## src/hpe_pkg.sv

```systemverilog
// package for the host port and error reporting block of the disc controller
// assumes a 16-bit register port decoded by the surrounding bus logic
package hpe_pkg;

    // register port ----
    localparam logic [15:0] init_word_mini  = 16'h00a8; // diagnostic, 16-bit host
    localparam logic [15:0] init_word_micro = 16'h00ac; // diagnostic, 32-bit host
    localparam logic [15:0] init_word_board = 16'h00b0; // diagnostic, on-board port
    localparam logic [15:0] step_base       = 16'h0800; // step response marker bit
    localparam logic [2:0]  step_last       = 3'h4;     // four host words, then done
    localparam logic [15:0] sa_idle_reset   = 16'h0000;

    // fatal codes ----
    localparam logic [15:0] fatal_ram       = 16'hab0b;
    localparam logic [15:0] fatal_rom       = 16'hac0b;
    localparam logic [15:0] fatal_cache     = 16'had0b;
    localparam logic [15:0] fatal_unlock    = 16'hae0b;
    localparam logic [15:0] fatal_get_msg   = 16'haf0b;
    localparam logic [15:0] fatal_clr_rings = 16'hb00b;
    localparam logic [15:0] fatal_free_buf  = 16'hb10b;
    localparam logic [15:0] fatal_q_unfork  = 16'hb20b;
    localparam logic [15:0] fatal_q_wait    = 16'hb30b;
    localparam logic [15:0] fatal_q_pause   = 16'hb40b;
    localparam logic [15:0] fatal_parity    = 16'hb60b;

    // error correction ----
    localparam int          ecc_poly_bits   = 48;
    localparam int          ecc_span_bits   = 11;
    localparam logic [3:0]  ecc_retry_max   = 4'ha;

    // timing: controller timeout for abort, in microseconds
    localparam int          abort_timeout_us = 1000;
    localparam int          clk_mhz          = 125;
    localparam int          abort_cycles     = abort_timeout_us * clk_mhz;

    // fault source index ----
    localparam int          n_faults        = 11;

    // command completion status
    typedef enum logic [3:0] {
        st_success      = 4'h0,
        st_aborted      = 4'h1,
        st_compare_err  = 4'h2,
        st_ctrl_err     = 4'h3,
        st_data_err     = 4'h4,
        st_host_buf_err = 4'h5,
        st_write_prot   = 4'h6,
        st_invalid      = 4'h7
    } cmd_status_t;

    // disc commands
    typedef enum logic [3:0] {
        op_access       = 4'h0,
        op_abort        = 4'h1,
        op_available    = 4'h2,
        op_compare      = 4'h3,
        op_erase        = 4'h4,
        op_get_cmd_st   = 4'h5,
        op_get_unit_st  = 4'h6,
        op_online       = 4'h7,
        op_read         = 4'h8,
        op_set_ctrl     = 4'h9,
        op_set_unit     = 4'ha,
        op_write        = 4'hb
    } opcode_t;

    // unit states
    typedef enum logic [1:0] {
        unit_offline    = 2'h0,
        unit_available  = 2'h1,
        unit_online     = 2'h3
    } unit_state_t;

    // command request from the command ring front end
    typedef struct packed {
        logic        valid;
        opcode_t     op;
        logic [7:0]  tag;
    } cmd_req_t;

    // events reported by the data path for the running command
    typedef struct packed {
        logic        done;
        logic        data_err;
        logic        correct_ok;
        logic        compare_miss;
        logic        bus_fault;
        logic        internal_err;
    } xfer_evt_t;

    // completion to the response ring front end
    typedef struct packed {
        logic        valid;
        logic [7:0]  tag;
        cmd_status_t status;
    } cmd_cpl_t;

    // initialization progress
    typedef enum logic [2:0] {
        in_idle   = 3'b000,
        in_step   = 3'b001,
        in_test   = 3'b011,
        in_run    = 3'b010,
        in_fatal  = 3'b110
    } init_state_t;

endpackage

```

## src/hpe_fatal_enc.sv

```systemverilog
// priority encoder from fault sources to the fatal code shown to the host
// assumes fault lines are synchronous one-cycle or level flags on core_clk
`timescale 1ns/1ps
module hpe_fatal_enc
    import hpe_pkg::*;
(
    // fault sources
    input  wire logic [n_faults-1:0] fault,
    // encoded result
    output logic                     any,
    output logic [15:0]              code
);
    // lowest index wins; self-test faults sit first
    always_comb begin
        any  = |fault;
        code = sa_idle_reset;
        if (fault[0]) code = fatal_ram;
        else if (fault[1]) code = fatal_rom;
        else if (fault[2]) code = fatal_cache;
        else if (fault[3]) code = fatal_unlock;
        else if (fault[4]) code = fatal_get_msg;
        else if (fault[5]) code = fatal_clr_rings;
        else if (fault[6]) code = fatal_free_buf;
        else if (fault[7]) code = fatal_q_unfork;
        else if (fault[8]) code = fatal_q_wait;
        else if (fault[9]) code = fatal_q_pause;
        else if (fault[10]) code = fatal_parity;
    end
endmodule // hpe_fatal_enc

```

## src/hpe_cmd_exec.sv

```systemverilog
// completion status logic for one running disc command
// assumes the data path reports events for the command it was handed
`timescale 1ns/1ps
module hpe_cmd_exec
    import hpe_pkg::*;
(
    // clock and reset
    input  wire logic        core_clk,
    input  wire logic        rst,
    // command in
    input  wire cmd_req_t    req,
    input  wire logic        unit_wp,
    input  wire logic        abort_req,
    input  wire xfer_evt_t   evt,
    // state and completion out
    output logic             busy,
    output logic             retry,
    output logic             zero_fill,
    output unit_state_t      unit_state,
    output cmd_cpl_t         cpl
);
    logic        busy_ff, nxt_busy;
    opcode_t     op_ff, nxt_op;
    logic [7:0]  tag_ff, nxt_tag;
    logic [3:0]  retry_ff, nxt_retry;
    logic [$clog2(abort_cycles+1)-1:0] abt_ff, nxt_abt;
    logic        abt_on_ff, nxt_abt_on;
    unit_state_t unit_ff, nxt_unit;
    cmd_cpl_t    cpl_ff, nxt_cpl;

    // next state of the single command slot
    always_comb begin
        nxt_busy   = busy_ff;
        nxt_op     = op_ff;
        nxt_tag    = tag_ff;
        nxt_retry  = retry_ff;
        nxt_abt    = abt_ff;
        nxt_abt_on = abt_on_ff;
        nxt_unit   = unit_ff;
        nxt_cpl    = '0;
        if (!busy_ff && req.valid) begin
            nxt_tag = req.tag;
            nxt_op  = req.op;
            if ((req.op == op_write || req.op == op_erase) && unit_wp) begin
                nxt_cpl = '{1'b1, req.tag, st_write_prot};
            end else if (req.op == op_available) begin
                // online goes available; available stays put
                if (unit_ff == unit_online) nxt_unit = unit_available;
                nxt_cpl = '{1'b1, req.tag, st_success};
            end else if (req.op == op_online) begin
                nxt_unit = unit_online;
                nxt_cpl  = '{1'b1, req.tag, st_success};
            end else begin
                nxt_busy   = 1'b1;
                nxt_retry  = '0;
                nxt_abt_on = 1'b0;
                nxt_abt    = '0;
            end
        end else if (busy_ff) begin
            if (abort_req && !abt_on_ff) begin
                nxt_abt_on = 1'b1;
                nxt_abt    = '0;
            end else if (abt_on_ff) begin
                nxt_abt = abt_ff + 1'b1;
            end
            if (evt.bus_fault) begin
                nxt_cpl  = '{1'b1, tag_ff, st_host_buf_err};
                nxt_busy = 1'b0;
            end else if (evt.internal_err) begin
                // non-fatal: slot freed so later commands proceed
                nxt_cpl  = '{1'b1, tag_ff, st_ctrl_err};
                nxt_busy = 1'b0;
            end else if (evt.data_err) begin
                if (retry_ff < ecc_retry_max) begin
                    nxt_retry = retry_ff + 1'b1;
                end else if (!evt.correct_ok) begin
                    nxt_cpl  = '{1'b1, tag_ff, st_data_err};
                    nxt_busy = 1'b0;
                end
            end else if (evt.compare_miss && op_ff == op_compare) begin
                nxt_cpl  = '{1'b1, tag_ff, st_compare_err};
                nxt_busy = 1'b0;
            end else if (evt.done) begin
                nxt_cpl  = '{1'b1, tag_ff, st_success};
                nxt_busy = 1'b0;
            end else if (abt_on_ff && abt_ff >= ($bits(abt_ff))'(abort_cycles - 1)) begin
                nxt_cpl  = '{1'b1, tag_ff, st_aborted};
                nxt_busy = 1'b0;
            end
        end
    end

    // register the slot
    always_ff @(posedge core_clk) begin
        if (rst) begin
            busy_ff   <= 1'b0;
            op_ff     <= op_access;
            tag_ff    <= 8'h00;
            retry_ff  <= 4'h0;
            abt_ff    <= '0;
            abt_on_ff <= 1'b0;
            unit_ff   <= unit_offline;
            cpl_ff    <= '0;
        end else begin
            busy_ff   <= nxt_busy;
            op_ff     <= nxt_op;
            tag_ff    <= nxt_tag;
            retry_ff  <= nxt_retry;
            abt_ff    <= nxt_abt;
            abt_on_ff <= nxt_abt_on;
            unit_ff   <= nxt_unit;
            cpl_ff    <= nxt_cpl;
        end
    end

    assign busy       = busy_ff;
    assign retry      = busy_ff & evt.data_err & (retry_ff < ecc_retry_max);
    assign zero_fill  = busy_ff & (op_ff == op_erase);
    assign unit_state = unit_ff;
    assign cpl        = cpl_ff;
endmodule // hpe_cmd_exec

```

## src/hpe_host_port.sv

```systemverilog
// host register port, initialization steps and fatal reporting
// assumes the bus logic gives one-cycle read and write strobes per register
`timescale 1ns/1ps
module hpe_host_port
    import hpe_pkg::*;
(
    // clock and reset
    input  wire logic                core_clk,
    input  wire logic                rst,
    input  wire logic                bus_init,
    // init_and_poll register access
    input  wire logic                ip_rd,
    input  wire logic                ip_wr,
    input  wire logic [15:0]         ip_wdata,
    // status_and_address register access
    input  wire logic                sa_rd,
    input  wire logic                sa_wr,
    input  wire logic [15:0]         sa_wdata,
    output logic [15:0]              sa_rdata,
    // self test and fault sources
    input  wire logic                test_done,
    input  wire logic [n_faults-1:0] fault,
    // command path
    input  wire cmd_req_t            cmd_req,
    input  wire logic                unit_wp,
    input  wire logic                abort_req,
    input  wire xfer_evt_t           xfer_evt,
    output cmd_cpl_t                 cmd_cpl,
    output logic                     cmd_busy,
    output logic                     ecc_retry,
    output logic                     erase_zero_fill,
    output unit_state_t              unit_state,
    // controller side outputs
    output logic                     init_pulse,
    output logic                     poll_pulse,
    output logic                     diag_start,
    output logic [1:0]               diag_host,
    output logic [15:0]              host_param [0:3],
    output logic                     param_valid,
    output logic                     running,
    output logic                     fatal_led
);
    // ----
    // fatal code selection
    // ----
    logic        flt_any;
    logic [15:0] flt_code;

    hpe_fatal_enc u_enc (
        .fault (fault),
        .any   (flt_any),
        .code  (flt_code)
    );

    // ----
    // initialization state
    // ----
    init_state_t st_ff, nxt_st;
    logic [2:0]  step_ff, nxt_step;
    logic [15:0] sa_rd_ff, nxt_sa_rd;   // host-visible read register
    logic [15:0] sa_wr_ff, nxt_sa_wr;   // independent write register
    logic [15:0] prm_ff [0:3];
    logic [15:0] nxt_prm [0:3];
    logic        prm_ok_ff, nxt_prm_ok;
    logic        poll_ff, nxt_poll;
    logic        diag_ff, nxt_diag;
    logic [1:0]  dhost_ff, nxt_dhost;
    logic [23:0] blink_ff, nxt_blink;
    logic        init_go;

    // bus initialize and any init_and_poll write both restart; the written value only selects a diagnostic start
    assign init_go = bus_init | ip_wr;

    always_comb begin
        nxt_st     = st_ff;
        nxt_step   = step_ff;
        nxt_sa_rd  = sa_rd_ff;
        nxt_sa_wr  = sa_wr_ff;
        nxt_prm_ok = prm_ok_ff;
        nxt_poll   = 1'b0;
        nxt_diag   = 1'b0;
        nxt_dhost  = dhost_ff;
        nxt_blink  = blink_ff + 24'h000001;
        for (int i = 0; i < 4; i++) nxt_prm[i] = prm_ff[i];
        if (sa_wr) nxt_sa_wr = sa_wdata;
        if (init_go) begin
            nxt_st     = in_step;
            nxt_step   = 3'h0;
            nxt_prm_ok = 1'b0;
            nxt_sa_rd  = step_base;
            if (ip_wr) begin
                // diagnostic start words
                case (ip_wdata)
                    init_word_mini: begin
                        nxt_diag  = 1'b1;
                        nxt_dhost = 2'h0;
                    end
                    init_word_micro: begin
                        nxt_diag  = 1'b1;
                        nxt_dhost = 2'h1;
                    end
                    init_word_board: begin
                        nxt_diag  = 1'b1;
                        nxt_dhost = 2'h2;
                    end
                    default: ;
                endcase
            end
        end else begin
            case (st_ff)
                in_step: begin
                    if (flt_any) begin
                        nxt_st    = in_fatal;
                        nxt_sa_rd = flt_code;
                    end else if (sa_wr) begin
                        nxt_prm[step_ff[1:0]] = sa_wdata;
                        // echo the low byte of the word with the next step marker
                        nxt_sa_rd = (step_base << (step_ff + 3'h1)) | {8'h00, sa_wdata[7:0]};
                        nxt_step  = step_ff + 3'h1;
                        if (step_ff + 3'h1 == step_last) begin
                            nxt_st     = in_test;
                            nxt_prm_ok = 1'b1;
                        end
                    end
                end
                in_test: begin
                    if (flt_any) begin
                        nxt_st    = in_fatal;
                        nxt_sa_rd = flt_code;
                    end else if (test_done) begin
                        nxt_st    = in_run;
                        nxt_sa_rd = sa_idle_reset;
                    end
                end
                in_run: begin
                    if (flt_any) begin
                        nxt_st    = in_fatal;
                        nxt_sa_rd = flt_code;
                    end
                    if (ip_rd) nxt_poll = 1'b1;
                end
                in_fatal: begin
                    // code held; only a new init leaves this state
                    nxt_sa_rd = sa_rd_ff;
                end
                default: nxt_st = in_idle;
            endcase
        end
    end

    always_ff @(posedge core_clk) begin
        if (rst) begin
            st_ff     <= in_idle;
            step_ff   <= 3'h0;
            sa_rd_ff  <= sa_idle_reset;
            sa_wr_ff  <= sa_idle_reset;
            prm_ok_ff <= 1'b0;
            poll_ff   <= 1'b0;
            diag_ff   <= 1'b0;
            dhost_ff  <= 2'h0;
            blink_ff  <= 24'h000000;
            for (int i = 0; i < 4; i++) prm_ff[i] <= 16'h0000;
        end else begin
            st_ff     <= nxt_st;
            step_ff   <= nxt_step;
            sa_rd_ff  <= nxt_sa_rd;
            sa_wr_ff  <= nxt_sa_wr;
            prm_ok_ff <= nxt_prm_ok;
            poll_ff   <= nxt_poll;
            diag_ff   <= nxt_diag;
            dhost_ff  <= nxt_dhost;
            blink_ff  <= nxt_blink;
            for (int i = 0; i < 4; i++) prm_ff[i] <= nxt_prm[i];
        end
    end

    // ----
    // command completion
    // ----
    // ecc itself lives in the disc data path; this slot only counts retries
    hpe_cmd_exec u_exec (
        .core_clk   (core_clk),
        .rst        (rst),
        .req        (cmd_req),
        .unit_wp    (unit_wp),
        .abort_req  (abort_req),
        .evt        (xfer_evt),
        .busy       (cmd_busy),
        .retry      (ecc_retry),
        .zero_fill  (erase_zero_fill),
        .unit_state (unit_state),
        .cpl        (cmd_cpl)
    );

    // ----
    // outputs
    // ----
    assign sa_rdata    = sa_rd_ff;
    assign init_pulse  = init_go;
    assign poll_pulse  = poll_ff;
    assign diag_start  = diag_ff;
    assign diag_host   = dhost_ff;
    assign param_valid = prm_ok_ff;
    assign running     = (st_ff == in_run);
    assign fatal_led   = (st_ff == in_fatal) & blink_ff[23];
    always_comb begin
        for (int i = 0; i < 4; i++) host_param[i] = prm_ff[i];
    end
endmodule // hpe_host_port

```

## config.mk

```make
export PLATFORM = sky130hd
export DESIGN_NAME = hpe_host_port
export DESIGN_NICKNAME = d
export VERILOG_FILES = /design/src/hpe_pkg.sv /design/src/hpe_fatal_enc.sv /design/src/hpe_cmd_exec.sv /design/src/hpe_host_port.sv
export SDC_FILE = /design/constraint.sdc
export NUM_CORES = 1
export LEC_CHECK = 0
export BUFFER_PORTS_ARGS = -buffer_cell sky130_fd_sc_hd__buf_2
export CORE_MARGIN = 3
export CORE_UTILIZATION = 53
export CTS_CLUSTER_SIZE = 40
export DETAILED_ROUTE_END_ITERATION = 10
export GPL_TIMING_DRIVEN = 1
export HOLD_SLACK_MARGIN = 0.08
export PLACE_DENSITY = 0.8
export SLEW_MARGIN = 20
export SYNTH_ARGS = -nofsm -noshare
export SYNTH_HDL_FRONTEND = slang
export SYNTH_SLANG_ARGS = --single-unit
```

## constraint.sdc

```tcl
create_clock -name core_clk -period 2.5 [get_ports core_clk]
set_clock_uncertainty 0.15 [all_clocks]
set_input_delay 0.375 -clock core_clk [delete_from_list [all_inputs] [get_ports core_clk]]
set_output_delay 0.375 -clock core_clk [all_outputs]
set_load 0.02 [all_outputs]
```

# Word-level counts from Yosys, hierarchy flattened

Memories as Yosys holds them, arrays and structs flattened.
Cells that the tools add are included.

Bitwise operators: 17
Eq/ne operators: 30
$add $sub $neg: 4
Shifts and indexed selects: 1
Reduce and logical (&&, ||, !) cells: 35
Magnitude comparators: 4
Muxes and demuxes: 94

Operator list:

| cell                                                                | number |
|---|---|
| 16-bit two-way mux                                                  | 21 |
| 64-bit two-way mux                                                  | 4 |
| 13-bit two-way mux                                                  | 13 |
| 17-bit two-way mux                                                  | 7 |
| 64-bit bitwise mux                                                  | 1 |
| 16-bit by 8-bit == test with 1-bit output, second input constant    | 3 |
| 16-bit case mux with 3 select lines                                 | 1 |
| 4-bit two-way mux                                                   | 9 |
| 16-bit demux with 2-bit select                                      | 1 |
| 1-bit two-way mux                                                   | 25 |
| 24-bit by 1-bit adder with 24-bit output, second input constant     | 1 |
| 5-bit AND reduction                                                 | 4 |
| 3-bit two-way mux                                                   | 6 |
| 17-bit by 1-bit adder with 17-bit output, second input constant     | 1 |
| 17-bit greater-or-equal comparator, second input constant           | 1 |
| 16-bit by 8-bit OR with 16-bit output                               | 1 |
| 4-bit AND reduction                                                 | 4 |
| 12-bit by 3-bit left shift with 16-bit output, first input constant | 1 |
| 4-bit by 3-bit == test with 1-bit output, second input constant     | 3 |
| 12-bit two-way mux                                                  | 1 |
| 4-bit inequality test, second input constant                        | 3 |
| 3-bit case mux with 4 select lines                                  | 1 |
| 11-bit OR reduction                                                 | 1 |
| 2-bit inequality test, second input constant                        | 5 |
| 30 further kinds                                                    | 67 |

Register bits: 101
Memories: 1
Input bits: 72
Output and inout port bits: 106
Logic and storage cells: 206
Bits in writable memories: 64

Memory list:

| memory | words | bits a word | read ports | clocked after memory_dff | wr ports | RTL line            | RTL |
|---|---|---|---|---|---|---|---|
| prm_ff | 4     | 16          | 4          | 0                        | 4        | hpe_host_port.sv:62 | `logic [15:0] prm_ff [0:3];` |

# Longest topological paths before layout

Gate-level depths: netlist of the first run.

Depth in word-level cells: 14
Mapped depth: 8
Gate-level depth less buffers: 6

# By module

From an unflattened synthesis of the first run, not the netlist that was laid out.

Cell total of the unflattened synthesis: 861
Area total of the unflattened synthesis: 7,081.8 um2

Modules (own cells, without submodules):

| module        | area an instance (um2) | cells each | instances | sequential area each (um2) |
|---|---|---|---|---|
| hpe_host_port | 4,658.2                | 563        | 1         | 2,302.2 |
| hpe_cmd_exec  | 2,207.1                | 264        | 1         | 980.9 |
| hpe_fatal_enc | 216.5                  | 34         | 1         | 0.0 |

# Worst setup path before layout of the first run

Ideal clock, no wire load.

Path kind: input port to flip-flop
From: input port fault[1]
To: register sa_rd_ff[0], in the netlist sa_rdata[0]
Path buffers: 2
Setup time: 0.133 ns
Stages on the path: 7
Required time: 2.217 ns
Data arrival time: 2.034 ns
Path slack: 0.183 ns
Path through: or4_1 or4_1 buf_4 o21a_1 buf_2 nor2_1 nor3_1

Cells in the longest elaborated chain, start to end: 4
Elaborated cells on any way between the ends: 11
Classes of those cells: 3 x eq/ne; 6 x mux; 2 x reduce/logical

RTL lines:

| element                                                                     | RTL line             | RTL |
|---|---|---|
| from (decl)                                                                 | hpe_host_port.sv:22  | `input wire logic [n_faults-1:0] fault,` |
| parallel branches: the longest is 4 deep, another holds 11-bit OR reduction | n/a                  |  |
| to (signal assigned)                                                        | hpe_host_port.sv:155 | `sa_rd_ff <= sa_idle_reset;` |
| to (signal assigned)                                                        | hpe_host_port.sv:166 | `sa_rd_ff <= nxt_sa_rd;` |
| to (decl)                                                                   | hpe_host_port.sv:60  | `logic [15:0] sa_rd_ff, nxt_sa_rd;` |

Several ways; the timed one is not identified. The select of a mux whose other input is x is not followed.
A chain may end at the register's enable or synchronous reset.

# Final worst setup path of the first run

From: input port fault[0]
To: register sa_rd_ff[1], in the netlist sa_rdata[1]

Cells in the longest elaborated chain, start to end: 3
Elaborated cells on any way between the ends: 10
Classes of those cells: 3 x eq/ne; 5 x mux; 2 x reduce/logical

RTL lines:

| element                                                                                     | RTL line |
|---|---|
| 11-bit OR reduction / 16-bit two-way mux (equally long branches)                            | hpe_fatal_enc.sv:15, hpe_fatal_enc.sv:17 |
| 3-bit inequality test (no line) (tied with other cells)                                     | n/a |
| 4-bit AND reduction (no line) / 16-bit case mux with 3 select lines (equally long branches) | n/a |

Parallel ways exist; a longest one is shown, timed or not. The select of a mux whose other input is x is not followed.

==> results of run 1 <==
==> logic make-up (layout without fill, tap and decap cells) <==
group / count (synthesis) / after routing / share of synthesized area (%)
XOR/XNOR: 35 / 35 / 4.50
multiplexers: 2 / 2 / 0.294
AO/OA/AOI/OAI: 163 / 163 / 14.4
buffers and inverters: 62 / 266 / 3.93
other: 1 / 1 / 0.0550
adder cells (fa/ha/maj): 10 / 10 / 1.84
flip-flops: 164 / 164 / 48.2
AND/OR/NAND/NOR: 398 / 398 / 26.8
==> registers in the layout, summed over array words and instances, names as in the netlist <==
name / count
diag_host: 2
u_exec.abt_ff: 17
diag_start: 1
u_exec.retry_ff: 4
step_ff: 3
st_ff: 3
u_exec.unit_state: 2
prm_ff: 64
u_exec.tag_ff: 8
u_exec.cpl: 12
u_exec.busy: 1
u_exec.op_ff: 4
param_valid: 1
u_exec.abt_on_ff: 1
poll_pulse: 1
blink_ff: 24
sa_rdata: 16
==> area by class of cell <==
class / count / area (um^2) / share of cell area [%]
Sequential cell: 164 / 3280 / 37.7
Inverter: 14 / 52.6 / 0.603
Timing Repair Buffer: 222 / 1350 / 15.5
Multi-Input combinational cell: 609 / 3270 / 37.5
Clock inverter: 8 / 77.6 / 0.890
Clock buffer: 22 / 474 / 5.44
Tap cell: 168 / 210 / 2.41
==> cell usage after synthesis (4+ instances only) <==
cell / number / area share (%)
sky130_fd_sc_hd__or4_1: 6 / 0.66
sky130_fd_sc_hd__xnor2_1: 7 / 0.90
sky130_fd_sc_hd__nor2_1: 75 / 4.1
sky130_fd_sc_hd__nand4b_1: 4 / 0.51
sky130_fd_sc_hd__xor2_1: 28 / 3.6
sky130_fd_sc_hd__nand3_1: 38 / 2.8
sky130_fd_sc_hd__buf_4: 5 / 0.55
sky130_fd_sc_hd__nand4_1: 16 / 1.5
sky130_fd_sc_hd__clkbuf_1: 31 / 1.7
sky130_fd_sc_hd__a211oi_1: 7 / 0.77
sky130_fd_sc_hd__and3_1: 15 / 1.4
sky130_fd_sc_hd__a21oi_1: 99 / 7.3
sky130_fd_sc_hd__o21bai_1: 4 / 0.44
sky130_fd_sc_hd__buf_2: 7 / 0.51
sky130_fd_sc_hd__buf_1: 4 / 0.22
sky130_fd_sc_hd__a32o_1: 8 / 1.2
sky130_fd_sc_hd__nor3_1: 21 / 1.5
sky130_fd_sc_hd__inv_1: 14 / 0.77
sky130_fd_sc_hd__nor2b_1: 6 / 0.55
sky130_fd_sc_hd__ha_1: 10 / 1.8
sky130_fd_sc_hd__nand2_1: 186 / 10
sky130_fd_sc_hd__nor4_1: 6 / 0.55
sky130_fd_sc_hd__o21ai_0: 12 / 0.88
sky130_fd_sc_hd__o31ai_1: 7 / 0.77
sky130_fd_sc_hd__dfxtp_1: 164 / 48
==> worst min-delay path, delay by kind of cell <==
kind,cells,cell delay (ns)
buffers and inverters,1,0.13
AO/OA/AOI/OAI,1,0.05
AND/OR/NAND/NOR,1,0.06
==> metal layers <==
layer,part of all wire [%],track usage (%)
met5,0,0
met4,2.6,12.0
met3,6.4,5.13
met2,47,41.2
met1,44,32.6
==> repair_timing <==
item / CTS / global route
endpoints found under the hold margin: 34 / 0
endpoints found under the setup margin: 0 / 0
hold buffers: 17 / 0
==> cell usage in the layout, fill, tap and decap left out, types with 4 or more instances in the layout <==
master	n
sky130_fd_sc_hd__nand2_1	186
sky130_fd_sc_hd__inv_1	14
sky130_fd_sc_hd__o31ai_1	7
sky130_fd_sc_hd__o21ai_0	12
sky130_fd_sc_hd__nor3_1	21
sky130_fd_sc_hd__dfxtp_1	164
sky130_fd_sc_hd__buf_4	25
sky130_fd_sc_hd__buf_12	6
sky130_fd_sc_hd__clkbuf_16	17
sky130_fd_sc_hd__nand4b_1	4
sky130_fd_sc_hd__a211oi_1	7
sky130_fd_sc_hd__nor2b_1	6
sky130_fd_sc_hd__xor2_1	28
sky130_fd_sc_hd__a21oi_1	99
sky130_fd_sc_hd__nand3_1	38
sky130_fd_sc_hd__or4_1	6
sky130_fd_sc_hd__nor2_1	75
sky130_fd_sc_hd__ha_1	10
sky130_fd_sc_hd__nand4_1	16
sky130_fd_sc_hd__buf_2	174
sky130_fd_sc_hd__nor4_1	6
sky130_fd_sc_hd__a32o_1	8
sky130_fd_sc_hd__xnor2_1	7
sky130_fd_sc_hd__and3_1	15
sky130_fd_sc_hd__o21bai_1	4
sky130_fd_sc_hd__dlygate4sd3_1	17
==> power breakdown <==
part,total (mW),internal [mW],switching (mW)
clock,2.45,1.44,1.01
combinational,0.383,0.150,0.233
sequential,2.67,2.65,0.0252
total,5.50,4.23,1.27
==> how the worst min path moves through the flow <==
stage / cells past startpoint / slack (ns) / end / startpoint
after global routing: 3 / 0.09 / prm_ff[0][4]$_SDFFE_PP0P_ / sa_wdata[4]
after CTS: 3 / 0.08 / prm_ff[2][12]$_SDFFE_PP0P_ / sa_wdata[12]
after floorplan: 1 / 0.27 / blink_ff[0]$_SDFF_PP0_ / blink_ff[0]$_SDFF_PP0_
after global placement: 1 / 0.28 / blink_ff[0]$_SDFF_PP0_ / blink_ff[0]$_SDFF_PP0_
after detailed placement: 1 / 0.29 / blink_ff[0]$_SDFF_PP0_ / blink_ff[0]$_SDFF_PP0_
final: 3 / 0.09 / prm_ff[2][12]$_SDFFE_PP0P_ / sa_wdata[12]
==> through the flow <==
step                      power [mW]  utilization (%)  setup slack, ns  cell area (um^2)
after floorplan                 2.91                -            0.183              6820
after global placement          3.08             64.9           0.0768              7990
after detailed placement        3.08             64.9           0.0259              7990
after CTS                       5.52             70.8            0.388              8710
after global routing            5.69             70.8            0.200              8710
final                           5.50             70.8            0.381              8710
==> flow_results.xml, run 1 <==
<?xml version="1.0" encoding="UTF-8"?>
<metrics>
  <group name="run_status">
    <metric name="run_status" unit="">completed</metric>
  </group>
  <group name="yosys">
    <metric name="yosys_warn_count" unit="">0</metric>
    <metric name="seq_area_frac_synth" unit="%">48.2</metric>
    <metric name="netlist-cell-type-count" unit="">58</metric>
    <metric name="ys_async_sr_fraction" unit="%">0</metric>
    <metric name="postSynthCellCount" unit="">835</metric>
    <metric name="postSynthNetCount" unit="">917</metric>
    <metric name="synth.ff_latch_count" unit="">164</metric>
    <metric name="synth_flop_cell" unit="">sky130_fd_sc_hd__dfxtp_1</metric>
    <metric name="syn-cell-area" unit="mm^2">0.00682</metric>
    <metric name="synth_edf_count" unit="">0</metric>
    <metric name="synthesis.area_per_instance" unit="um^2">8.17</metric>
  </group>
  <group name="finish">
    <metric name="layout-drive-gt1-share" unit="%">23.0</metric>
    <metric name="fillers" unit="">1001</metric>
    <metric name="synthToLayoutAreaGrowth" unit="%">27.8</metric>
    <metric name="final_cells" unit="">1207</metric>
    <metric name="finish.net_count" unit="">1110</metric>
    <metric name="antenna_cells" unit="">0</metric>
  </group>
  <group name="timing">
    <metric name="setup_violations" unit="">0</metric>
    <metric name="slew_violations" unit="">0</metric>
    <metric name="timing.setup.tns" unit="ns">0</metric>
    <metric name="timing_worst_slew_pin_value" unit="ns">0.537</metric>
    <metric name="timing.slew.headroom" unit="%">63.8</metric>
    <metric name="min_period" unit="ns">2.12</metric>
    <metric name="timing.final.hold_violations" unit="">0</metric>
    <metric name="layout_worst_path_cycle_share" unit="%">84.8</metric>
    <metric name="peak_freq" unit="GHz">0.472</metric>
    <metric name="rsz0062_at_grt" unit="">false</metric>
    <metric name="timing.hold.ws" unit="ns">0.0917</metric>
  </group>
  <group name="placement">
    <metric name="io_buffer_count" unit="">175</metric>
    <metric name="post-dp-hpwl" unit="mm">12.6</metric>
    <metric name="dp.cells" unit="">1160</metric>
    <metric name="gpl.final_weighted_congestion" unit="">0.872</metric>
  </group>
  <group name="detailed_routing">
    <metric name="dr.first_iter.drc_count" unit="">516</metric>
    <metric name="detailedRoute.firstPassIterationCount" unit="">7</metric>
    <metric name="drt.antenna.violating_nets" unit="">0</metric>
    <metric name="residual_drc_count" unit="">0</metric>
    <metric name="finalWirelength" unit="mm">18.1</metric>
    <metric name="routed_via_density" unit="">5.45</metric>
    <metric name="vias" unit="">6575</metric>
    <metric name="wire_per_inst" unit="um">15.0</metric>
  </group>
  <group name="worst_setup_path">
    <metric name="critPathArrivalTime" unit="ns">2.31</metric>
    <metric name="crit_buf_inv" unit="">4</metric>
    <metric name="worst-path-max-fanout" unit="">16</metric>
    <metric name="cp-endpoint" unit="">sa_rdata[1]$_SDFFE_PP0P_</metric>
    <metric name="worstReg2RegStart" unit="">u_exec.busy$_SDFFE_PP0P_</metric>
    <metric name="endpoint_kind" unit="">flop</metric>
    <metric name="r2r_setup_slack" unit="ns">0.40</metric>
    <metric name="worst-endpoint-required" unit="ns">2.69</metric>
    <metric name="crit_path_start" unit="">fault[0]</metric>
    <metric name="rr_worst_depth" unit="">5</metric>
    <metric name="critical_path.reg2reg.endpoint" unit="">u_exec.abt_ff[15]$_SDFFE_PP0P_</metric>
    <metric name="slowest_delay" unit="ns">0.56</metric>
    <metric name="critPathSlowestCell" unit="">sky130_fd_sc_hd__or4_1</metric>
    <metric name="worst-setup-path-type" unit="">in2reg</metric>
    <metric name="crit_family" unit="">buffers and inverters</metric>
    <metric name="critical_path_depth" unit="">8</metric>
    <metric name="timing.critical_path.from_type" unit="">input port</metric>
    <metric name="worstPathCellList" unit="">dlygate4sd3_1, buf_2, or4_1, buf_4, o21ai_4, buf_12, a211oi_1, nor3_1</metric>
  </group>
  <group name="floorplanning">
    <metric name="design.portCount" unit="">178</metric>
    <metric name="core_area" unit="mm^2">0.0123</metric>
    <metric name="floorplan.die.width" unit="um">119</metric>
    <metric name="die-area" unit="mm^2">0.0143</metric>
    <metric name="fp-row-count" unit="">40</metric>
    <metric name="die_height" unit="um">119</metric>
    <metric name="start_util" unit="%">55.4</metric>
  </group>
  <group name="power">
    <metric name="power_leakage" unit="nW">3.64</metric>
    <metric name="powerDensity" unit="mW/mm^2">632</metric>
    <metric name="vdd.ir_drop.worst" unit="mV">0.415</metric>
  </group>
  <group name="clocking">
    <metric name="cts_resized" unit="">0</metric>
    <metric name="tritoncts_num_sinks" unit="">164</metric>
    <metric name="clk_path_buf_depth" unit="">2</metric>
    <metric name="clkSlewWorstSetupHoldPaths" unit="ns">0.06</metric>
    <metric name="insertion_delay" unit="ns">0.43</metric>
    <metric name="cts_tree" unit="">done</metric>
    <metric name="root_buffer" unit="">sky130_fd_sc_hd__clkbuf_16</metric>
    <metric name="postCtsSetupRepairBufs" unit="">0</metric>
    <metric name="cts-htree-levels" unit="">4</metric>
    <metric name="number_of_cts_inserted_buffers" unit="">17</metric>
  </group>
  <group name="global_routing">
    <metric name="via_count_of_the_first_global_routing_pass" unit="">6140</metric>
    <metric name="overflow" unit="">0</metric>
    <metric name="grt_pass1_wl" unit="mm">29.7</metric>
    <metric name="pin_count_of_the_biggest_net_entering_global_routing" unit="">57</metric>
    <metric name="antenna_found_initial" unit="">0</metric>
    <metric name="grt.total_usage" unit="%">25.4</metric>
  </group>
  <group name="worst_hold_path">
    <metric name="min-delay-path-class" unit="">in2reg</metric>
  </group>
  <group name="run">
    <metric name="drv_cap" unit="">0</metric>
  </group>
</metrics>
(Power assumes the default switching activity.)
==> run 2, diff against run 1 <==
CORE_UTILIZATION = 48   (was 53)
PLACE_DENSITY = 0.76   (was 0.8)
clock period = 1.7 ns   (was 2.5 ns; I/O delays follow)
==> run 2 against run 1 <==
The run now ends with negative hold slack, negative setup slack left; worst setup slack worse by 0.59 ns; via count is 18% higher; sequential cell count unchanged.
==> flow_results.xml, run 2 (same netlist as run 1, synthesis figures left out) <==
<?xml version="1.0" encoding="UTF-8"?>
<metrics>
  <group name="detailed_routing">
    <metric name="detailedRoute.firstPassIterationCount" unit="">5</metric>
    <metric name="finalWirelength" unit="mm">24.9</metric>
    <metric name="wire_per_inst" unit="um">18.7</metric>
    <metric name="residual_drc_count" unit="">0</metric>
    <metric name="vias" unit="">7745</metric>
    <metric name="routed_via_density" unit="">5.81</metric>
    <metric name="dr.first_iter.drc_count" unit="">732</metric>
    <metric name="drt.antenna.violating_nets" unit="">0</metric>
  </group>
  <group name="timing">
    <metric name="timing_worst_slew_pin_value" unit="ns">0.646</metric>
    <metric name="timing.setup.tns" unit="ns">-11.13</metric>
    <metric name="timing.hold.ws" unit="ns">-0.00389</metric>
    <metric name="timing.final.hold_violations" unit="">1</metric>
    <metric name="layout_worst_path_cycle_share" unit="%">112</metric>
    <metric name="setup_slack" unit="ns">-0.211</metric>
    <metric name="peak_freq" unit="GHz">0.523</metric>
    <metric name="slew_violations" unit="">0</metric>
    <metric name="setup_violations" unit="">101</metric>
    <metric name="rsz0062_at_grt" unit="">true</metric>
    <metric name="min_period" unit="ns">1.91</metric>
    <metric name="timing.slew.headroom" unit="%">56.8</metric>
  </group>
  <group name="finish">
    <metric name="synthToLayoutAreaGrowth" unit="%">55.9</metric>
    <metric name="layout_common_cells" unit="">sky130_fd_sc_hd__buf_2 (168), sky130_fd_sc_hd__nand2_1 (145), sky130_fd_sc_hd__dfxtp_1 (142), sky130_fd_sc_hd__buf_4 (91), sky130_fd_sc_hd__a21oi_1 (81)</metric>
    <metric name="seqCellArea" unit="mm^2">0.00332</metric>
    <metric name="layout-drive-gt1-share" unit="%">41.6</metric>
    <metric name="finish.net_count" unit="">1225</metric>
    <metric name="multi_input_area" unit="mm^2">0.00394</metric>
    <metric name="mostFrequentLayoutCell" unit="">sky130_fd_sc_hd__buf_2</metric>
    <metric name="reg.largest.list" unit="">prm_ff x64, blink_ff x24, u_exec.abt_ff x17</metric>
    <metric name="finalInstanceArea" unit="mm^2">0.0106</metric>
    <metric name="final_cells" unit="">1332</metric>
    <metric name="largest_reg_flops" unit="">64</metric>
    <metric name="antenna_cells" unit="">0</metric>
    <metric name="final_core_utilization" unit="%">78.4</metric>
    <metric name="registers.top_by_ff_count" unit="">prm_ff</metric>
    <metric name="fillers" unit="">791</metric>
  </group>
  <group name="clocking">
    <metric name="number_of_cts_inserted_buffers" unit="">17</metric>
    <metric name="cts-htree-levels" unit="">4</metric>
    <metric name="cts_tree" unit="">done</metric>
    <metric name="clkSlewWorstSetupHoldPaths" unit="ns">0.07</metric>
    <metric name="clk_path_buf_depth" unit="">2</metric>
    <metric name="cts_hold_repair.buffers" unit="">34</metric>
    <metric name="tritoncts_num_sinks" unit="">164</metric>
    <metric name="insertion_delay" unit="ns">0.43</metric>
    <metric name="root_buffer" unit="">sky130_fd_sc_hd__clkbuf_16</metric>
  </group>
  <group name="global_routing">
    <metric name="grt.total_usage" unit="%">28.5</metric>
    <metric name="antenna_found_initial" unit="">0</metric>
    <metric name="grt_pass1_wl" unit="mm">36.8</metric>
    <metric name="overflow" unit="">0</metric>
    <metric name="via_count_of_the_first_global_routing_pass" unit="">7329</metric>
    <metric name="pin_count_of_the_biggest_net_entering_global_routing" unit="">73</metric>
  </group>
  <group name="worst_setup_path">
    <metric name="critical_path.reg2reg.endpoint" unit="">u_exec.cpl[10]$_SDFF_PP0_</metric>
    <metric name="cp-endpoint" unit="">prm_ff[0][3]$_SDFFE_PP0P_</metric>
    <metric name="crit_family" unit="">simple AND/OR/NAND/NOR gates</metric>
    <metric name="worst-path-max-fanout" unit="">8</metric>
    <metric name="critical_path_depth" unit="">9</metric>
    <metric name="crit_buf_inv" unit="">4</metric>
    <metric name="worstPathCellList" unit="">buf_6, or4_4, buf_6, nor4_4, buf_6, and3_4, buf_8, nand2_2, a21oi_2</metric>
    <metric name="worstReg2RegStart" unit="">u_exec.abt_ff[5]$_SDFFE_PP0P_</metric>
    <metric name="critPathSlowestCell" unit="">sky130_fd_sc_hd__or4_4</metric>
    <metric name="timing.critical_path.from_type" unit="">input port</metric>
    <metric name="crit_path_start" unit="">fault[4]</metric>
    <metric name="endpoint_kind" unit="">flop</metric>
    <metric name="critPathArrivalTime" unit="ns">2.12</metric>
    <metric name="slowest_delay" unit="ns">0.54</metric>
    <metric name="worst-setup-path-type" unit="">in2reg</metric>
    <metric name="critical_path.most_common_cell" unit="">sky130_fd_sc_hd__buf_6</metric>
    <metric name="worst-endpoint-required" unit="ns">1.91</metric>
    <metric name="r2r_setup_slack" unit="ns">-0.17</metric>
    <metric name="rr_worst_depth" unit="">5</metric>
  </group>
  <group name="placement">
    <metric name="dp.cells" unit="">1225</metric>
    <metric name="placement.cell_area" unit="mm^2">0.00854</metric>
    <metric name="post-dp-hpwl" unit="mm">13.7</metric>
    <metric name="gpl.final_weighted_congestion" unit="">0.837</metric>
    <metric name="io_buffer_count" unit="">175</metric>
  </group>
  <group name="power">
    <metric name="powerDensity" unit="mW/mm^2">798</metric>
    <metric name="power_leakage" unit="nW">4.51</metric>
    <metric name="vdd.ir_drop.worst" unit="mV">0.721</metric>
  </group>
  <group name="floorplanning">
    <metric name="core_area" unit="mm^2">0.0136</metric>
    <metric name="start_util" unit="%">50.3</metric>
    <metric name="floorplan.die.width" unit="um">125</metric>
    <metric name="fp-row-count" unit="">42</metric>
    <metric name="design.portCount" unit="">178</metric>
    <metric name="die_height" unit="um">125</metric>
    <metric name="die-area" unit="mm^2">0.0157</metric>
  </group>
  <group name="run">
    <metric name="drv_cap" unit="">0</metric>
  </group>
  <group name="run_status">
    <metric name="failed_checks" unit="">negative hold slack, negative setup slack</metric>
    <metric name="run_status" unit="">finished, violations left</metric>
  </group>
  <group name="worst_hold_path">
    <metric name="min-delay-path-class" unit="">in2reg</metric>
  </group>
</metrics>
==> run 2: cell types whose count changed in the layout (fill, tap and decap cells not counted), sizes merged <==
| cell | previous run | this run |
|---|---|---|
| buf | 205 | 299 |
| clkbuf | 22 | 21 |
| clkinvlp | 2 | 4 |
| dlygate4sd3 | 17 | 34 |
| inv | 15 | 18 |
| o21a | 2 | 3 |
| o21ba | 1 | 2 |
==> run 2: layout make-up <==
class	count	share of cell area, %
repair buffers	335	23.8
inverters	14	0.494
multi-input cells	611	37.0
clock buffers	19	4.17
clock inverters	13	1.18
flip-flops and latches	164	31.2
well taps	176	2.07
==> run 2: worst min-delay path: cells and delay by family <==
kind | cells | cell delay, ns
compound gates | 2 | 0.11
simple gates | 1 | 0.08
buf+inv | 1 | 0.08
==> run 2: worst min path at each step <==
stage	start	endpoint	slack, ns	cells past startpoint
after floorplan	fault[0]	sa_rdata[10]$_SDFFE_PP0P_	0.21	1
after global placement	blink_ff[0]$_SDFF_PP0_	blink_ff[0]$_SDFF_PP0_	0.28	1
after detailed placement	prm_ff[2][3]$_SDFFE_PP0P_	prm_ff[2][3]$_SDFFE_PP0P_	0.29	2
after CTS	xfer_evt[5]	u_exec.cpl[0]$_SDFF_PP0_	-0.02	4
after global routing	xfer_evt[5]	u_exec.cpl[0]$_SDFF_PP0_	-0.001	4
final	xfer_evt[5]	u_exec.cpl[0]$_SDFF_PP0_	-0.004	4
==> run 2: power breakdown <==
part	internal, mW	switching [mW]
registers	3.89	0.0358
clock network	2.08	1.66
logic	0.369	0.454
==> run 2: timing repair <==
action,in CTS,in global routing
resized for setup,82,116
hold endpoints to repair,98,1
pin swaps,29,78
buffers inserted,22,13
gates cloned,8,2
setup endpoints to repair,102,127
==> run 2: per-layer routing <==
metal  vias to the layer above  global-route usage (%)  wire length (um)  share of wire [%]
li1                       3504                       -                 -                  -
met1                      3661                    35.1              9510                 38
met2                       485                    48.4             12200                 49
met3                        95                    5.80              2320                9.3
met4                         0                    12.2               857                3.4
met5                         -                       0                 0                  0
==> run 2: metrics by stage <==
stage / setup slack [ns] / power (mW)
after floorplan: -0.463 / 4.30
final: -0.211 / 8.48
after CTS: -0.146 / 8.39
after detailed placement: -0.658 / 4.62
after global placement: -0.602 / 4.61
after global routing: -0.235 / 8.72
==> run 3, diff against run 2 <==
==> constraint.sdc (replaced) <==
create_clock -name core_clk -period 1.7 [get_ports core_clk]
set_clock_uncertainty 0.15 [all_clocks]
set_input_delay 0 -clock core_clk [delete_from_list [all_inputs] [get_ports core_clk]]
set_output_delay 0 -clock core_clk [all_outputs]
set_load 0.02 [all_outputs]
==> run 3 against run 2 <==
The run ends with negative setup slack left; combinational power fell by 5.7%; sequential cell count stayed put; power fell by 0.36%; worst hold slack better by 0.098 ns; sequential power barely moved; maximum frequency up 5.0%; final area decreased by 4.6%; count of clock-buffer cells in the layout grew 1; via count is 7.3% lower; die area is the same; largest power group unchanged.
==> flow_results.xml, run 3 (same netlist as run 1, synthesis figures left out) <==
<?xml version="1.0" encoding="UTF-8"?>
<metrics>
  <group name="finish">
    <metric name="fillers" unit="">936</metric>
    <metric name="layout-drive-gt1-share" unit="%">32.7</metric>
    <metric name="registers.top_by_ff_count" unit="">prm_ff</metric>
    <metric name="largest_reg_flops" unit="">64</metric>
    <metric name="mostFrequentLayoutCell" unit="">sky130_fd_sc_hd__nand2_1</metric>
    <metric name="finish.net_count" unit="">1224</metric>
    <metric name="multi_input_area" unit="mm^2">0.00361</metric>
    <metric name="seqCellArea" unit="mm^2">0.00331</metric>
    <metric name="antenna_cells" unit="">0</metric>
    <metric name="reg.largest.list" unit="">prm_ff x64, blink_ff x24, u_exec.abt_ff x17</metric>
    <metric name="finalInstanceArea" unit="mm^2">0.0101</metric>
    <metric name="synthToLayoutAreaGrowth" unit="%">48.8</metric>
    <metric name="layout_common_cells" unit="">sky130_fd_sc_hd__nand2_1 (183), sky130_fd_sc_hd__buf_2 (173), sky130_fd_sc_hd__dfxtp_1 (147), sky130_fd_sc_hd__a21oi_1 (96), sky130_fd_sc_hd__buf_4 (88)</metric>
  </group>
  <group name="clocking">
    <metric name="tritoncts_num_sinks" unit="">164</metric>
    <metric name="cts_tree" unit="">done</metric>
    <metric name="clk_path_buf_depth" unit="">2</metric>
    <metric name="cts-htree-levels" unit="">4</metric>
    <metric name="clkSlewWorstSetupHoldPaths" unit="ns">0.06</metric>
    <metric name="number_of_cts_inserted_buffers" unit="">17</metric>
    <metric name="insertion_delay" unit="ns">0.43</metric>
    <metric name="root_buffer" unit="">sky130_fd_sc_hd__clkbuf_16</metric>
  </group>
  <group name="global_routing">
    <metric name="met1_global_route_usage" unit="%">30.6</metric>
    <metric name="grtUsageMet2" unit="%">44.8</metric>
    <metric name="pin_count_of_the_biggest_net_entering_global_routing" unit="">100</metric>
    <metric name="grt.total_usage" unit="%">25.5</metric>
    <metric name="antenna_found_initial" unit="">0</metric>
    <metric name="busiest_layer" unit="">met2</metric>
    <metric name="grt_pass1_wl" unit="mm">33.2</metric>
    <metric name="via_count_of_the_first_global_routing_pass" unit="">6877</metric>
    <metric name="overflow" unit="">0</metric>
    <metric name="grt_use_met3" unit="%">6.70</metric>
  </group>
  <group name="worst_setup_path">
    <metric name="endpoint_kind" unit="">flop</metric>
    <metric name="worst-endpoint-required" unit="ns">1.86</metric>
    <metric name="timing.critical_path.from_type" unit="">flop</metric>
    <metric name="worst-path-max-fanout" unit="">5</metric>
    <metric name="critPathArrivalTime" unit="ns">1.98</metric>
    <metric name="worst-setup-path-type" unit="">reg2reg</metric>
  </group>
  <group name="timing">
    <metric name="layout_worst_path_cycle_share" unit="%">107</metric>
    <metric name="timing.slew.headroom" unit="%">50.3</metric>
    <metric name="slew_violations" unit="">0</metric>
    <metric name="timing.hold.ws" unit="ns">0.0942</metric>
    <metric name="setup_violations" unit="">12</metric>
    <metric name="peak_freq" unit="GHz">0.549</metric>
    <metric name="min_period" unit="ns">1.82</metric>
    <metric name="timing.setup.tns" unit="ns">-0.902</metric>
    <metric name="setup_slack" unit="ns">-0.120</metric>
    <metric name="timing_worst_slew_pin_value" unit="ns">0.742</metric>
    <metric name="rsz0062_at_grt" unit="">true</metric>
    <metric name="timing.final.hold_violations" unit="">0</metric>
  </group>
  <group name="floorplanning">
    <metric name="die_height" unit="um">125</metric>
    <metric name="fp-row-count" unit="">42</metric>
    <metric name="start_util" unit="%">50.3</metric>
    <metric name="design.portCount" unit="">178</metric>
    <metric name="die-area" unit="mm^2">0.0157</metric>
    <metric name="floorplan.die.width" unit="um">125</metric>
    <metric name="core_area" unit="mm^2">0.0136</metric>
  </group>
  <group name="run_status">
    <metric name="failed_checks" unit="">negative setup slack</metric>
    <metric name="run_status" unit="">finished, violations left</metric>
  </group>
  <group name="placement">
    <metric name="io_buffer_count" unit="">175</metric>
    <metric name="gpl.final_weighted_congestion" unit="">0.865</metric>
    <metric name="post-dp-hpwl" unit="mm">13.4</metric>
    <metric name="pre_cts_ws" unit="ns">-0.380</metric>
    <metric name="placement.cell_area" unit="mm^2">0.00855</metric>
  </group>
  <group name="power">
    <metric name="design_power_total" unit="mW">8.45</metric>
    <metric name="power_leakage" unit="nW">4.34</metric>
    <metric name="powerDensity" unit="mW/mm^2">833</metric>
    <metric name="vdd.ir_drop.worst" unit="mV">0.851</metric>
  </group>
  <group name="detailed_routing">
    <metric name="dr.first_iter.drc_count" unit="">585</metric>
    <metric name="vias" unit="">7179</metric>
    <metric name="finalWirelength" unit="mm">21.9</metric>
    <metric name="detailedRoute.firstPassIterationCount" unit="">6</metric>
    <metric name="residual_drc_count" unit="">0</metric>
    <metric name="routed_via_density" unit="">5.39</metric>
    <metric name="wire_per_inst" unit="um">16.5</metric>
    <metric name="drt.antenna.violating_nets" unit="">0</metric>
  </group>
  <group name="run">
    <metric name="drv_cap" unit="">0</metric>
  </group>
  <group name="worst_hold_path">
    <metric name="min-delay-path-class" unit="">in2reg</metric>
  </group>
</metrics>
-- run 3: cell count changes in the layout (fill, tap and decap cells not counted), sizes merged --
| cell | change |
|---|---|
| buf | -25 |
| clkbuf | -1 |
| clkinv | +1 |
| clkinvlp | -3 |
| dlygate4sd3 | +27 |
| inv | +1 |
| o21a | -1 |
-- run 3: routing by layer --
layer	up-vias	share of wire, %
met5	-	0
met1	3358	40
met2	282	51
met4	0	2.3
met3	49	6.3
li1	3490	-
-- run 3: stage by stage --
stage,cells,util (%)
floorplan,835,-
global placement,1225,63.0
detailed placement,1225,63.0
CTS,1321,72.2
global route,1331,74.8
finish,1331,74.8
-- run 3: power by group --
part	internal, mW	leakage [nW]	switching [mW]	total (mW)
clock	2.12	0.282	1.63	3.74
combinational	0.361	2.72	0.416	0.777
sequential	3.89	1.33	0.0380	3.93
-- run 3: cell type report --
| type | count | share of cell area, % |
|---|---|---|
| timing repair buffer | 335 | 23.4 |
| clock inverter | 12 | 1.16 |
| inverter | 14 | 0.518 |
| sequential | 164 | 32.7 |
| tap | 176 | 2.17 |
| multi-input combinational | 610 | 35.6 |
| clock buffer | 20 | 4.50 |
-- run 3: path summary, 6_finish.rpt --
| check | to | startpoint | depth (start not counted) | slack, ns |
|---|---|---|---|---|
| worst min-delay path | st_ff[2]$_SDFFE_PP0P_ | fault[10] | 6 | 0.09 |
| worst min register to register | prm_ff[1][12]$_SDFFE_PP0P_ | prm_ff[1][12]$_SDFFE_PP0P_ | 2 | 0.30 |
| worst max register to register | u_exec.cpl[11]$_SDFF_PP0_ | u_exec.abt_ff[0]$_SDFFE_PP0P_ | 6 | -0.12 |
| worst max-delay path | u_exec.cpl[11]$_SDFF_PP0_ | u_exec.abt_ff[0]$_SDFFE_PP0P_ | 6 | -0.12 |
-- run 3: repair_timing --
| item | in CTS | in global routing |
|---|---|---|
| cloned | 0 | 1 |
| endpoints found under the hold margin | 154 | 0 |
| endpoints found under the setup margin | 28 | 115 |
| buffers inserted | 2 | 11 |
| pin swaps | 4 | 21 |
| hold buffers | 62 | 0 |
| resized for setup | 9 | 66 |
-- run 3: worst max-delay path, cell delays in order (launching register included) --
cell                       delay, ns
sky130_fd_sc_hd__dfxtp_2        0.34
sky130_fd_sc_hd__ha_4           0.16
sky130_fd_sc_hd__and2_4         0.17
sky130_fd_sc_hd__o31ai_4        0.24
sky130_fd_sc_hd__a311oi_4       0.16
sky130_fd_sc_hd__o21ba_4        0.27
sky130_fd_sc_hd__a32o_1         0.21
